## config.mk

```make
export PLATFORM = sky130hd
export DESIGN_NAME = lop_regs
export DESIGN_NICKNAME = d
export VERILOG_FILES = /design/src/lop_pkg.sv /design/src/lop_regs.sv
export VERILOG_INCLUDE_DIRS = /design/src
export SDC_FILE = /design/constraint.sdc
export NUM_CORES = 1
export LEC_CHECK = 0
export CORE_UTILIZATION = 50
export DETAILED_ROUTE_END_ITERATION = 8
export DONT_BUFFER_PORTS = 1
export PLACE_DENSITY = 0.75
export SLEW_MARGIN = 20
export SYNTH_ARGS = -nofsm -noshare
export SYNTH_HDL_FRONTEND = slang
export SYNTH_SLANG_ARGS = --single-unit
export TNS_END_PERCENT = 20
```

## constraint.sdc

```tcl
create_clock -name pclk -period 2.29 [get_ports pclk]
set_input_delay 0.458 -clock pclk [delete_from_list [all_inputs] [get_ports pclk]]
set_output_delay 0.458 -clock pclk [all_outputs]
set_load 0.02 [all_outputs]
```

## src/lop_defines.svh

```systemverilog
/*
 * offsets, field positions and reset values of the indicator override
 * and phy function control registers.
 * assumes: included by bare name, definitions only.
 */
`ifndef LOP_DEFINES_SVH
`define LOP_DEFINES_SVH

// ----------------------------------------------------------------
// register indices and byte addresses
// ----------------------------------------------------------------
`define LOP_IDX_IND       12'h018
`define LOP_IDX_PFC       12'h019
`define LOP_ADDR_IND      (`LOP_IDX_IND * 12'h004)
`define LOP_ADDR_PFC      (`LOP_IDX_PFC * 12'h004)
`define LOP_ADDR_IRQ_STS  12'h080
`define LOP_ADDR_IRQ_MASK 12'h084

// ----------------------------------------------------------------
// indicator override fields
// ----------------------------------------------------------------
`define LOP_IND_SPD_EN  5
`define LOP_IND_LNK_EN  4
`define LOP_IND_ACT_EN  3
`define LOP_IND_SPD_VAL 2
`define LOP_IND_LNK_VAL 1
`define LOP_IND_ACT_VAL 0
`define LOP_IND_W       6
`define LOP_IND_RST     6'h00

// ----------------------------------------------------------------
// phy function control fields
// ----------------------------------------------------------------
`define LOP_PFC_XOVER_EN  15
`define LOP_PFC_XOVER_FRC 14
`define LOP_PFC_PAUSE_RX  13
`define LOP_PFC_PAUSE_TX  12
`define LOP_PFC_INJECT    11
`define LOP_PFC_PATTERN   10
`define LOP_PFC_RESULT    9
`define LOP_PFC_RUN       8
`define LOP_PFC_BYPASS    7
`define LOP_PFC_RW_MASK   16'hc580
`define LOP_PFC_RST       16'h0000

// ----------------------------------------------------------------
// interrupt status / mask fields
// ----------------------------------------------------------------
`define LOP_EV_FAIL  0
`define LOP_EV_PAUSE 1
`define LOP_EV_W     2
`define LOP_EV_RST   2'h0

`endif

```

## src/lop_pkg.sv

```systemverilog
/*
 * types shared by the register block and its bench.
 * assumes: lop_defines.svh is on the include path.
 */
`include "lop_defines.svh"

package lop_pkg;

    // ------------------------------------------------------------
    // carriers
    // ------------------------------------------------------------
    typedef struct packed {
        logic speed;
        logic link;
        logic act;
    } lop_ind_t;

    // [1] asymmetric direction, [0] symmetric pause
    typedef struct packed {
        logic [1:0] local_pause;
        logic [1:0] partner_pause;
        logic       hcd_full_duplex;
    } lop_an_t;

    // ------------------------------------------------------------
    // whole state of the block
    // ------------------------------------------------------------
    typedef struct packed {
        logic [`LOP_IND_W-1:0] ind;
        logic [15:0]           pfc;
        logic [`LOP_EV_W-1:0]  sts;
        logic [`LOP_EV_W-1:0]  mask;
        logic                  strap_done;
        logic [31:0]           prdata;
        logic                  pready;
        logic                  pslverr;
        lop_ind_t              ind_out;
        logic                  irq;
    } lop_state_t;

endpackage

```

## src/lop_regs.sv

```systemverilog
/*
 * indicator override and phy function control registers, apb slave,
 * pause resolution, self-test control and an event interrupt.
 * assumes: apb master per amba apb; all inputs synchronous to pclk;
 * strap input stable around reset release.
 */
`include "lop_defines.svh"

module lop_regs (
    input  wire logic             pclk,
    input  wire logic             presetn,
    input  wire logic             psel,
    input  wire logic             penable,
    input  wire logic             pwrite,
    input  wire logic [11:0]      paddr,
    input  wire logic [31:0]      pwdata,
    input  wire logic [3:0]       pstrb,
    output logic [31:0]           prdata,
    output logic                  pready,
    output logic                  pslverr,
    output logic                  irq,
    input  wire lop_pkg::lop_ind_t ind_stretched,
    input  wire lop_pkg::lop_ind_t ind_raw,
    output lop_pkg::lop_ind_t     ind_out,
    input  wire lop_pkg::lop_an_t an,
    input  wire logic             auto_crossover_strap,
    output logic                  auto_crossover_enable,
    output logic                  force_pair_crossover,
    output logic                  pause_rx_en,
    output logic                  pause_tx_en,
    input  wire logic             selftest_error,
    output logic                  selftest_run,
    output logic                  selftest_pattern_select,
    output logic                  selftest_inject_error,
    output logic                  selftest_result
);

    // ------------------------------------------------------------
    // state
    // ------------------------------------------------------------
    lop_pkg::lop_state_t s_r;
    lop_pkg::lop_state_t s_nxt;

    logic                 setup;
    logic                 access;
    logic                 wr_ok;
    logic                 hit_ind;
    logic                 hit_pfc;
    logic                 hit_sts;
    logic                 hit_mask;
    logic                 hit_any;
    logic [15:0]          wmask;
    logic [15:0]          wdata;
    logic                 lp;
    logic                 la;
    logic                 pp;
    logic                 pa;
    logic                 res_rx;
    logic                 res_tx;
    logic [`LOP_EV_W-1:0] ev;
    logic [15:0]          pfc_view;
    logic                 ovr_spd;
    logic                 ovr_lnk;
    logic                 ovr_act;
    lop_pkg::lop_ind_t    ind_norm;

    // ------------------------------------------------------------
    // address decode
    // ------------------------------------------------------------
    assign setup    = psel & ~penable;
    assign access   = psel & penable & s_r.pready;
    assign hit_ind  = (paddr == `LOP_ADDR_IND);
    assign hit_pfc  = (paddr == `LOP_ADDR_PFC);
    assign hit_sts  = (paddr == `LOP_ADDR_IRQ_STS);
    assign hit_mask = (paddr == `LOP_ADDR_IRQ_MASK);
    assign hit_any  = hit_ind | hit_pfc | hit_sts | hit_mask;
    assign wr_ok    = access & pwrite & hit_any;

    // only the two low byte lanes carry register bits
    assign wmask = {{8{pstrb[1]}}, {8{pstrb[0]}}};
    assign wdata = pwdata[15:0];

    // ------------------------------------------------------------
    // pause resolution
    // ------------------------------------------------------------
    assign lp = an.local_pause[0];
    assign la = an.local_pause[1];
    assign pp = an.partner_pause[0];
    assign pa = an.partner_pause[1];

    // symmetric both ways, or asymmetric toward either end (rx: local receives, tx: local sends)
    assign res_rx = an.hcd_full_duplex
                  & ((lp & pp) | (lp & la & ~pp & pa));
    assign res_tx = an.hcd_full_duplex
                  & ((lp & pp) | (~lp & la & pp & pa));

    // ------------------------------------------------------------
    // events
    // ------------------------------------------------------------
    always_comb begin
        ev = '0;
        ev[`LOP_EV_FAIL]  = s_r.pfc[`LOP_PFC_RUN]
                          & s_r.pfc[`LOP_PFC_RESULT]
                          & selftest_error;
        ev[`LOP_EV_PAUSE] = (res_rx != s_r.pfc[`LOP_PFC_PAUSE_RX])
                          | (res_tx != s_r.pfc[`LOP_PFC_PAUSE_TX]);
    end

    // pause bits shown live so a read never lags the resolution
    always_comb begin
        pfc_view = s_r.pfc;
        pfc_view[`LOP_PFC_PAUSE_RX] = res_rx;
        pfc_view[`LOP_PFC_PAUSE_TX] = res_tx;
        pfc_view[6:0] = 7'h00;
    end

    // ------------------------------------------------------------
    // indicator path
    // ------------------------------------------------------------
    assign ind_norm = s_r.pfc[`LOP_PFC_BYPASS] ? ind_raw
                                               : ind_stretched;
    assign ovr_spd  = s_r.ind[`LOP_IND_SPD_EN];
    assign ovr_lnk  = s_r.ind[`LOP_IND_LNK_EN];
    assign ovr_act  = s_r.ind[`LOP_IND_ACT_EN];

    // ------------------------------------------------------------
    // next state
    // ------------------------------------------------------------
    always_comb begin
        s_nxt = s_r;

        // strap caught on the first edge after release
        s_nxt.strap_done = 1'b1;
        if (!s_r.strap_done) begin
            s_nxt.pfc[`LOP_PFC_XOVER_EN] = auto_crossover_strap;
        end

        // single-cycle inject, cleared by hardware
        s_nxt.pfc[`LOP_PFC_INJECT] = 1'b0;

        // pause result kept for change detection and to drive pause_rx_en / pause_tx_en
        s_nxt.pfc[`LOP_PFC_PAUSE_RX] = res_rx;
        s_nxt.pfc[`LOP_PFC_PAUSE_TX] = res_tx;

        // self-test result: pass while running until an error
        if (!s_r.pfc[`LOP_PFC_RUN]) begin
            s_nxt.pfc[`LOP_PFC_RESULT] = 1'b0;
        end else if (selftest_error) begin
            s_nxt.pfc[`LOP_PFC_RESULT] = 1'b0;
        end

        // apb response: one wait-free access phase
        s_nxt.pready  = 1'b0;
        s_nxt.pslverr = 1'b0;
        if (setup) begin
            s_nxt.pready  = 1'b1;
            s_nxt.pslverr = ~hit_any;
            s_nxt.prdata  = 32'h0000_0000;
            if (!pwrite) begin
                unique case (1'b1)
                    hit_ind:  s_nxt.prdata[`LOP_IND_W-1:0] = s_r.ind;
                    hit_pfc:  s_nxt.prdata[15:0] = pfc_view;
                    hit_sts:  s_nxt.prdata[`LOP_EV_W-1:0] = s_r.sts;
                    hit_mask: s_nxt.prdata[`LOP_EV_W-1:0] = s_r.mask;
                    default:  s_nxt.prdata = 32'h0000_0000;
                endcase
            end
        end
        if (access) begin
            s_nxt.pready  = 1'b0;
            s_nxt.pslverr = 1'b0;
        end

        // register writes
        if (wr_ok && hit_ind) begin
            s_nxt.ind = (s_r.ind & ~wmask[`LOP_IND_W-1:0])
                      | (wdata[`LOP_IND_W-1:0] & wmask[`LOP_IND_W-1:0]);
        end
        if (wr_ok && hit_pfc) begin
            s_nxt.pfc = (s_nxt.pfc & ~(wmask & `LOP_PFC_RW_MASK))
                      | (wdata & wmask & `LOP_PFC_RW_MASK);
            if (wmask[`LOP_PFC_INJECT] && wdata[`LOP_PFC_INJECT]) begin
                s_nxt.pfc[`LOP_PFC_INJECT] = 1'b1;
            end
            // a fresh start begins as pass
            if (wmask[`LOP_PFC_RUN] && wdata[`LOP_PFC_RUN]
                && !s_r.pfc[`LOP_PFC_RUN]) begin
                s_nxt.pfc[`LOP_PFC_RESULT] = 1'b1;
            end
            if (wmask[`LOP_PFC_RUN] && !wdata[`LOP_PFC_RUN]) begin
                s_nxt.pfc[`LOP_PFC_RESULT] = 1'b0;
            end
        end
        if (wr_ok && hit_mask) begin
            s_nxt.mask = (s_r.mask & ~wmask[`LOP_EV_W-1:0])
                       | (wdata[`LOP_EV_W-1:0] & wmask[`LOP_EV_W-1:0]);
        end

        // read clears only the bits returned; a new event still lands
        s_nxt.sts = s_r.sts;
        if (access && !pwrite && hit_sts) begin
            s_nxt.sts = s_r.sts & ~s_r.prdata[`LOP_EV_W-1:0];
        end
        s_nxt.sts = s_nxt.sts | ev;

        s_nxt.irq = |(s_nxt.sts & s_nxt.mask);

        // registered indicator outputs
        s_nxt.ind_out.speed = ovr_spd ? s_r.ind[`LOP_IND_SPD_VAL]
                                      : ind_norm.speed;
        s_nxt.ind_out.link  = ovr_lnk ? s_r.ind[`LOP_IND_LNK_VAL]
                                      : ind_norm.link;
        s_nxt.ind_out.act   = ovr_act ? s_r.ind[`LOP_IND_ACT_VAL]
                                      : ind_norm.act;
    end

    // ------------------------------------------------------------
    // state register
    // ------------------------------------------------------------
    always_ff @(posedge pclk or negedge presetn) begin
        if (!presetn) begin
            s_r.ind        <= `LOP_IND_RST;
            s_r.pfc        <= `LOP_PFC_RST;
            s_r.sts        <= `LOP_EV_RST;
            s_r.mask       <= `LOP_EV_RST;
            s_r.strap_done <= 1'b0;
            s_r.prdata     <= 32'h0000_0000;
            s_r.pready     <= 1'b0;
            s_r.pslverr    <= 1'b0;
            s_r.ind_out    <= 3'h0;
            s_r.irq        <= 1'b0;
        end else begin
            s_r <= s_nxt;
        end
    end

    // ------------------------------------------------------------
    // outputs, all straight from the state register
    // ------------------------------------------------------------
    assign prdata  = s_r.prdata;
    assign pready  = s_r.pready;
    assign pslverr = s_r.pslverr;
    assign irq     = s_r.irq;
    assign ind_out = s_r.ind_out;

    // crossover enable relies on software clearing it without autoneg
    assign auto_crossover_enable   = s_r.pfc[`LOP_PFC_XOVER_EN];
    assign force_pair_crossover    = s_r.pfc[`LOP_PFC_XOVER_FRC];
    assign pause_rx_en             = s_r.pfc[`LOP_PFC_PAUSE_RX];
    assign pause_tx_en             = s_r.pfc[`LOP_PFC_PAUSE_TX];
    assign selftest_run            = s_r.pfc[`LOP_PFC_RUN];
    assign selftest_pattern_select = s_r.pfc[`LOP_PFC_PATTERN];
    assign selftest_inject_error   = s_r.pfc[`LOP_PFC_INJECT];
    assign selftest_result         = s_r.pfc[`LOP_PFC_RESULT];

endmodule // lop_regs

```

### After elaboration in Yosys (flattened, before gate mapping)

Index checks and enable logic that the tools add are counted.

| cells by class | value |
|---|---|
| add/sub/neg operators | 0 |
| multiply operators | 0 |
| divide/modulo/power cells | 0 |
| $lt $le $gt $ge | 0 |
| equal/unequal tests | 6 |
| shift operators | 0 |
| muxes and demuxes | 19 |
| bitwise gates (word level) | 42 |
| reductions and logical operators | 13 |

Operator list:

| cell | number |
|---|---|
| $and A16 B16 Y16 | 2 |
| $mux W16 | 2 |
| $eq A12 B7 Y1 const B | 2 |
| $eq A12 B8 Y1 const B | 2 |
| $and A1 B1 Y1 | 16 |
| $not A16 Y16 | 1 |
| $or A16 B16 Y16 | 1 |
| $and A6 B6 Y6 | 2 |
| $mux W10 | 1 |
| $logic_and A1 B1 Y1 | 9 |
| $mux W1 | 9 |
| $and A2 B2 Y2 | 4 |
| $mux W2 | 4 |
| $not A6 Y6 | 1 |
| $or A1 B1 Y1 | 6 |
| $or A6 B6 Y6 | 1 |
| $pmux W2 S3 | 1 |
| $mux W4 | 1 |
| $not A1 Y1 | 4 |
| $not A2 Y2 | 2 |
| $or A2 B2 Y2 | 2 |
| $logic_not A1 Y1 | 3 |
| $mux W3 | 1 |
| $ne A1 B1 Y1 | 2 |
| $reduce_or A2 Y1 | 1 |

| word-level totals | value |
|---|---|
| register bits | 49 |
| bits in latches | 0 |
| RAM bits | 0 |
| ROM bits | 0 |
| input port bits | 66 |
| output and inout bits | 46 |
| word-level logic and storage cells | 93 |
| memories kept | 0 |

### Logic depth before layout (Yosys ltp)

Gate-level depths: netlist of the first run.

| depth | value |
|---|---|
| word-level depth | 11 |
| gate-level depth with buffers | 6 |
| gate-level depth less buffers | 5 |

### Worst setup path after synthesis of the first run

No wires, ideal clock.

| timing | value |
|---|---|
| path kind | input port to flip-flop |
| from | input port paddr[1] |
| to | register irq (netlist name) |
| setup time | 0.121 ns |
| data arrival time | 1.991 ns |
| required time | 2.169 ns |
| setup slack | 0.178 ns |
| stages on the path | 5 |
| path buffers | 0 |
| cell sequence | or4_4 > nor3_4 > and4_4 > mux2_4 > a22o_1 |

RTL lines:

| what | line | text |
|---|---|---|
| start, declared | lop_regs.sv:15 | `input wire logic [11:0] paddr,` |

==> run summary, run 1 <==
total power = 1.29 mW
Skew-Pair Late Insertion Delay = 0.30 ns
DRC Markers = 0
total gr overflow = 0
mapped cell area = 0.00203 mm^2
leading area contributor after synthesis = dfrtp_1
Post-synth EDFFs = 0
Peak VDD IR = 0.381 mV
CP Data Arrival Time = 2.03 ns
Post-Route WL = 3880 um
Area Overhead vs Synth = -0.800%
Setup TNS Final = 0 ns
Vias/cell = 5.80
Static Leakage = 0.960 nW
Final Util = 0.535
RSZ-0062 raised after global routing = no
actual slew at the worst max-slew pin = 0.646 ns
Critical Path Slowest Stage Cell = or4_4
Post-DRT Antenna Nets = 0
CTS Root Cell = clkbuf_8
# rows = 22
worst min-delay path class = in -> reg
Slew headroom = 0.566
Core ar. = 0.00377 mm^2
Synth area leaders = dfrtp_1 50%, buf_4 13%, a22o_1 6.0%, mux2_1 3.9%, mux2_2 2.8%
antenna cells = 0
via count = 1246
CTS tree = yes
Fin Clk Skew = 0.0100 ns
Starting Density = 0.539
DP Wirelength = 2900 um
pin count of the biggest net entering global routing = 42
yosys warns = 0
max-slew violation count = 0
Max Clock Freq = 540 MHz
Synth Register Bits = 41
DR WL/cell = 18.1 um
period utilisation layout = 0.809
register area share after synthesis = 0.505
maximum fanout along the worst path = 2
synth unique cells = 36
CP endpoint kind = flop
Mapped Cells = 177
routability cong. = 0.784
crit-path max cell delay = 0.54 ns
DR iter-0 viols = 69
initial antenna violation count = 0
fillers = 337
Power Dens Cells = 638 mW/mm^2
status = finished clean
Startpoint Class = input pin
Mapped Avg Cell Area = 11.5 um^2
fin nets = 232
Die Area = 0.00433 mm^2
critical path required time = 2.47 ns
most frequent cell after synthesis = dfrtp_1
Final Hold Vio Count = 0
clock sink count = 41
IO buf count = 0
number of global-route vias before repair = 1294
Clk pin slew, worst setup/hold paths = 0.08 ns
CP Cell Sequence = or4_4, nor3_4, and4_4, mux2_4, a22o_1
Longest Clk Path Bufs = 2
share of layout cells above drive strength 1 = 0.162
top post-synthesis cells by count = 41 x dfrtp_1, 35 x buf_4, 14 x a22o_1
Setup CP Type = in -> reg
Max-Cap Viols = 0
CTS H-tree depth = 2
total CTS buffers = 5
Async SR Flop Fraction = 1.00
DRT Pass-1 Iters = 4
Main synth FF type = dfrtp_1
endpoints failing setup = 0
chip width = 65.8 um
IO Pins = 112
Final Critical Period = 1.85 ns
Die Y = 65.8 um
first-pass GRT wire length = 5950 um
Yosys top cell area share = 0.505
global-route usage over all layers = 0.192
## worst max-delay path, delay by kind of cell
family | cells | cell delay, ns
AOI/OAI and AO/OA | 1 | 0.23
muxes | 1 | 0.31
and+or+nand+nor | 3 | 1.02
## timing repair
item	in CTS	in global routing
endpoints found under the hold margin	41	0
buffers inserted	0	0
gates resized for setup	0	0
hold buffers	2	0
## kinds of logic (layout without fill, tap and decap cells)
kind of cell           after synthesis  in the layout  synth area share
other                                2             18           0.00369
buffers and inverters               44             18             0.146
AO/OA/AOI/OAI                       28             28             0.108
multiplexers                        19             19             0.106
AND/OR/NAND/NOR                     43             43             0.131
flip-flops                          41             41             0.505
## metal layers
| metal | vias up | track usage | part of all wire | wire length (um) |
|---|---|---|---|---|
| li1 | 554 | - | - | - |
| met5 | - | 0 | 0 | 0 |
| met4 | 0 | 0.106 | 0.023 | 89 |
| met3 | 11 | 0.0862 | 0.10 | 390 |
| met2 | 73 | 0.304 | 0.48 | 1870 |
| met1 | 608 | 0.214 | 0.39 | 1530 |
## cells in the final DEF, fill, tap and decap left out, types with 4 or more instances in the layout
cell,instances
a22o_1,14
buf_4,4
clkbuf_8,5
conb_1,18
dfrtp_1,41
inv_1,4
mux2_1,7
mux2_2,5
mux2i_1,5
nand2_1,8
nand3_1,6
nor2_1,8
o21ai_0,6
## per-stage QoR
stage                     instances  setup slack (ns)  hold slack [ns]  instance area, um^2
after global routing            215             0.380            0.280                 2020
final                           215             0.438            0.273                 2020
after detailed placement        205             0.150            0.163                 1900
after floorplan                 193             0.178            0.162                 2090
after CTS                       215             0.439            0.267                 2020
after global placement          205             0.155            0.164                 1900
## path summary, 6_finish.rpt
kind,from,end,slack [ns],depth (start not counted)
setup / recovery,paddr[1],irq,0.44,5
hold / removal,an[1],pause_tx_en,0.27,2
setup reg to reg,pready,flop,0.45,4
hold reg to reg,flop,ind_out[2],0.51,2
max in group asynchronous,presetn,irq,1.47,2
min in group asynchronous,presetn,ind_out[2],0.61,2
## final cells by class
type / instances / area, um^2 / area share
flip-flops and latches: 41 / 1030 / 0.509
multi-input cells: 108 / 769 / 0.382
clock buffers: 5 / 68.8 / 0.0341
repair buffers: 6 / 60.1 / 0.0298
well taps: 48 / 60.1 / 0.0298
clock inverters: 3 / 17.5 / 0.00868
inverters: 4 / 15.0 / 0.00744
## power breakdown
| part | switching (mW) | internal (mW) | leakage (nW) |
|---|---|---|---|
| Clock | 0.248 | 0.210 | 0.0439 |
| Sequential | 0.0168 | 0.732 | 0.553 |
| Combinational | 0.0580 | 0.0213 | 0.363 |
| Total | 0.323 | 0.964 | 0.960 |
Note: power is estimated with default switching activity, not from simulation.
==> run 2: changes to the inputs <==
- clock period: 2.29 -> 1.76 ns (I/O delays scaled with it)
==> run 2 against run 1 <==
Against the previous run:
- sequential power up 30%
- die area is the same
- utilization increased by 1.8 points
- final cell count increased by 2.3%
- clock-buffer cell count is 2 higher
- global-route usage decreased by 0.21 points
- clock power rose by 67%
- total power increased by 44%
- combinational power is 41% higher
- final area increased by 3.4%
- sequential cell count did not move
- setup slack got worse by 0.41 ns
==> run summary, run 2 (synthesized netlist as in run 1, its figures left out) <==
status = finished clean
Fin Clk Skew = 0.0104 ns (+0.000361 ns)
Max-Cap Viols = 0 (unchanged)
GRT busiest layer = met2
fillers = 336 (-0.30%)
DP Wirelength = 3010 um (+3.8%)
Post-DRT Antenna Nets = 0 (unchanged)
cts repair resizes = 0 (unchanged)
Final Hold Vio Count = 0 (unchanged)
period utilisation layout = 0.985
DR WL/cell = 17.9 um (-0.84%)
Core ar. = 0.00377 mm^2 (unchanged)
Static Leakage = 0.999 nW (+4.1%)
Startpoint Class = input pin
share of layout cells above drive strength 1 = 0.180 (+0.0186)
Final Critical Period = 1.73 ns
CTS H-tree depth = 2 (unchanged)
IO Pins = 112 (unchanged)
Setup CP Type = in -> reg
CTS Root Cell = clkbuf_8
Clk pin slew, worst setup/hold paths = 0.07 ns (about the same)
clock sink count = 41 (unchanged)
antenna cells = 0 (unchanged)
Longest Clk Path Bufs = 2 (unchanged)
Sequential Area = 0.00103 mm^2 (unchanged)
CP Cell Sequence = or4_4, nor3_4, and4_4, mux2_4, a22o_1
# rows = 22 (unchanged)
commonest cells after routing, fill and taps aside = 41 x dfrtp_1, 18 x conb_1, 14 x a22o_1, 9 x buf_4
crit-path max cell delay = 0.54 ns (about the same)
critical path required time = 1.93 ns (-0.54 ns)
Peak VDD IR = 0.485 mV (+27%)
total power = 1.85 mW (+44%)
max-slew violation count = 0 (unchanged)
DRC Markers = 0 (unchanged)
maximum fanout along the worst path = 2 (unchanged)
pin count of the biggest net entering global routing = 42 (unchanged)
routability cong. = 0.779 (-0.66%)
area of the multi-input gates = 769 um^2 (unchanged)
fin nets = 237 (+2.2%)
met2 Use GR = 0.316 (+0.0128)
Post-Route WL = 3940 um (+1.5%)
dpl ws = -0.274 ns (-0.424 ns)
DRT Pass-1 Iters = 4 (unchanged)
chip width = 65.8 um (unchanged)
final worst slack = 0.0255 ns (-0.412 ns)
RSZ-0062 raised after global routing = yes
Die Area = 0.00433 mm^2 (unchanged)
endpoints failing setup = 0 (unchanged)
Vias/cell = 5.75 (-0.78%)
most common cell after layout, fill and taps aside = dfrtp_1
M3 GR Usage = 0.0759 (-0.0103)
Critical Path Slowest Stage Cell = or4_4
via count = 1265 (+1.5%)
first-pass GRT wire length = 6010 um (+0.92%)
met1 Usage GRT = 0.211 (-0.00297)
Area Overhead vs Synth = 2.52%
Skew-Pair Late Insertion Delay = 0.29 ns (about the same)
initial antenna violation count = 0 (unchanged)
number of global-route vias before repair = 1378 (+6.5%)
total CTS buffers = 5 (unchanged)
worst min-delay path class = in -> reg
Die Y = 65.8 um (unchanged)
Power Dens Cells = 887 mW/mm^2 (+39%)
Starting Density = 0.539 (unchanged)
global-route usage over all layers = 0.190 (-0.00207)
CP Data Arrival Time = 1.91 ns (-0.12 ns)
DR iter-0 viols = 74 (+7.2%)
total gr overflow = 0 (unchanged)
CP endpoint kind = flop
Max Clock Freq = 577 MHz
IO buf count = 0 (unchanged)
CTS tree = yes
Setup TNS Final = 0 ns (unchanged)
-- run 2: power breakdown --
part	switching [mW]	internal, mW	total, mW	leakage (nW)
sequential	0.0177	0.953	0.971	0.553
clock	0.303	0.462	0.765	0.0585
combinational	0.0801	0.0318	0.112	0.387
-- run 2: routing by layer --
metal / up-vias / part of all wire
met1: 614 / 0.40
met2: 73 / 0.49
li1: 570 / -
met5: - / 0
met4: 0 / 0.016
met3: 8 / 0.096
-- run 2: critical path: cells and delay by family --
family | cells | cell delay [ns]
simple gates | 3 | 1.04
mux | 1 | 0.31
compound gates | 1 | 0.21
-- run 2: through the flow --
stage,std cells,instance area [um^2],utilization,hold slack (ns)
floorplan,193,2090,-,0.0564
global placement,210,1940,0.514,0.0573
detailed placement,210,1940,0.514,0.0573
CTS,220,2080,0.553,0.168
global route,220,2080,0.553,0.178
finish,220,2080,0.553,0.177
-- run 2: repair_timing --
action | 4_1_cts | 5_1_grt
hold buffers | 2 | 0
buffers inserted | 0 | 0
setup endpoints to repair | 0 | 1
hold endpoints to repair | 41 | 0
-- run 2: final cells by class --
class,instances,share of cell area
clock buffers,7,0.0414
clock inverters,1,0.0144
flip-flops and latches,41,0.492
well taps,48,0.0288
inverters,4,0.00720
repair buffers,11,0.0468
multi-input cells,108,0.369
-- run 2: worst paths after layout --
check	start	to	slack, ns	depth (start not counted)
hold reg to reg	flop	ind_out[2]	0.51	2
setup reg to reg	pready	flop	0.09	4
min in group asynchronous	presetn	prdata[3]	0.52	2
hold / removal	pwdata[11]	selftest_inject_error	0.18	2
setup / recovery	paddr[8]	irq	0.03	5
max in group asynchronous	presetn	prdata[8]	1.03	2
==> run 3: changes to the inputs <==
- CORE_UTILIZATION: 50 -> 60
- PLACE_DENSITY: 0.75 -> 0.86
==> run 3 against run 2 <==
Against the previous run:
- critical endpoint unchanged
- maximum frequency grew 3.6%
- sequential power is essentially flat
- global-route usage grew 3.6 points
- final cell count shrank 2.3%
- total power shrank 8.2%
- first-iteration DRC count shrank 15%
==> run summary, run 3 (synthesized netlist as in run 1, its figures left out) <==
status = finished clean
DRC Markers = 0 (unchanged)
fin nets = 236 (-0.42%)
Peak VDD IR = 0.566 mV (+17%)
Area Overhead vs Synth = 0.369%
CTS tree = yes
CP Data Arrival Time = 1.91 ns (about the same)
Longest Clk Path Bufs = 2 (unchanged)
DP Wirelength = 2920 um (-3.0%)
DR WL/cell = 17.7 um (-1.2%)
IO buf count = 0 (unchanged)
worst min-delay path class = in -> reg
Setup CP Type = in -> reg
Die Y = 60.2 um (-8.5%)
Post-DRT Antenna Nets = 0 (unchanged)
Startpoint Class = input pin
crit-path max cell delay = 0.54 ns (about the same)
routability cong. = 0.827 (+6.1%)
number of global-route vias before repair = 1250 (-9.3%)
Power Dens Cells = 831 mW/mm^2 (-6.3%)
clock sink count = 41 (unchanged)
Critical Path Slowest Stage Cell = or4_4
global-route usage over all layers = 0.226 (+0.0364)
initial antenna violation count = 0 (unchanged)
CP Cell Sequence = or4_4, nor3_4, and4_4, mux2_4, a22o_1
most common cell after layout, fill and taps aside = dfrtp_1
period utilisation layout = 0.951 (-0.0347)
reg-to-reg slack, setup = 0.11 ns (+0.02 ns)
antenna cells = 0 (unchanged)
CTS H-tree depth = 2 (unchanged)
critical path required time = 1.99 ns (+0.06 ns)
# rows = 20 (-9.1%)
Skew-Pair Late Insertion Delay = 0.33 ns (+0.04 ns)
RR Startpoint = pready
Starting Density = 0.650 (+0.111)
CP endpoint kind = flop
Die Area = 0.00363 mm^2 (-16%)
IO Pins = 112 (unchanged)
Core ar. = 0.00313 mm^2 (-17%)
hold_sp = pwdata[11]
Fin Clk Skew = 0.00551 ns (-0.00486 ns)
Clk pin slew, worst setup/hold paths = 0.11 ns (+0.04 ns)
total power = 1.70 mW (-8.2%)
first-pass GRT wire length = 5820 um (-3.2%)
CTS Root Cell = clkbuf_4
Worst Reg-to-Reg Cells = 4 (unchanged)
Post-Route WL = 3800 um (-3.5%)
endpoints failing setup = 0 (unchanged)
CTS Hold Buffers Added = 2 (unchanged)
total CTS buffers = 5 (unchanged)
Max Clock Freq = 598 MHz (+3.6%)
Setup TNS Final = 0 ns (unchanged)
Vias/cell = 5.87 (+2.2%)
hold path cells = 2 (unchanged)
chip width = 60.2 um (-8.5%)
commonest cells after routing, fill and taps aside = 41 x dfrtp_1, 18 x conb_1, 14 x a22o_1
via count = 1263 (-0.16%)
share of layout cells above drive strength 1 = 0.175 (-0.00479)
RSZ-0062 raised after global routing = no
maximum fanout along the worst path = 2 (unchanged)
max-slew violation count = 0 (unchanged)
Final Hold Vio Count = 0 (unchanged)
Final Critical Period = 1.67 ns (-0.0610 ns)
cts repair resizes = 0 (unchanged)
Setup Buffers After CTS = 0 (unchanged)
worst min-delay path endpoint = selftest_inject_error
DRT Pass-1 Iters = 4 (unchanged)
pin count of the biggest net entering global routing = 42 (unchanged)
Max-Cap Viols = 0 (unchanged)
total gr overflow = 0 (unchanged)
Static Leakage = 0.981 nW (-1.7%)
DR iter-0 viols = 63 (-15%)
run 3: cell count changes in the layout (fill, tap and decap cells not counted):
cell | before | now
clkbuf_4 | 0 | 5
clkbuf_8 | 6 | 1
buf_4 | 9 | 8
run 3: where the power goes:
part           internal [mW]  leakage (nW)  switching (mW)
Sequential             0.953         0.553          0.0173
Clock                  0.339        0.0455           0.278
Combinational         0.0305         0.383          0.0783
Total                   1.32         0.981           0.373
run 3: layout make-up:
class,instances,area (um^2)
Clock buffer,7,55.1
Sequential cell,41,1030
Timing Repair Buffer,10,90.1
Multi-Input combinational cell,108,769
Tap cell,44,55.1
Inverter,4,15.0
Clock inverter,1,30.0
Fill cell,242,1090
run 3: metrics by stage:
stage,area (um^2),hold slack (ns),utilization,setup WS [ns],std cells
after floorplan,2090,0.0564,-,-0.224,193
after global placement,1930,0.0572,0.616,-0.231,205
after detailed placement,1930,0.0573,0.616,-0.264,205
after CTS,2040,0.107,0.652,0.0969,215
after global routing,2040,0.0998,0.652,0.0218,215
final,2040,0.125,0.652,0.0866,215
run 3: metal layers:
metal,GRT usage,vias to the layer above,share of wire
met5,0,-,0
met4,0.0797,0,0.012
met3,0.0931,5,0.11
met2,0.372,74,0.49
met1,0.265,620,0.39
li1,-,564,-
run 3: worst max path at each step:
stage,endpoint,start
after CTS,irq,paddr[4]
after floorplan,irq,paddr[4]
after global routing,flop,pready
after global placement,irq,paddr[4]
final,irq,paddr[4]
after detailed placement,irq,paddr[4]
run 3: critical path: cells and delay by family:
kind,cells,cell delay [ns]
AND/OR/NAND/NOR,3,1.03
AO/OA/AOI/OAI,1,0.21
multiplexers,1,0.31
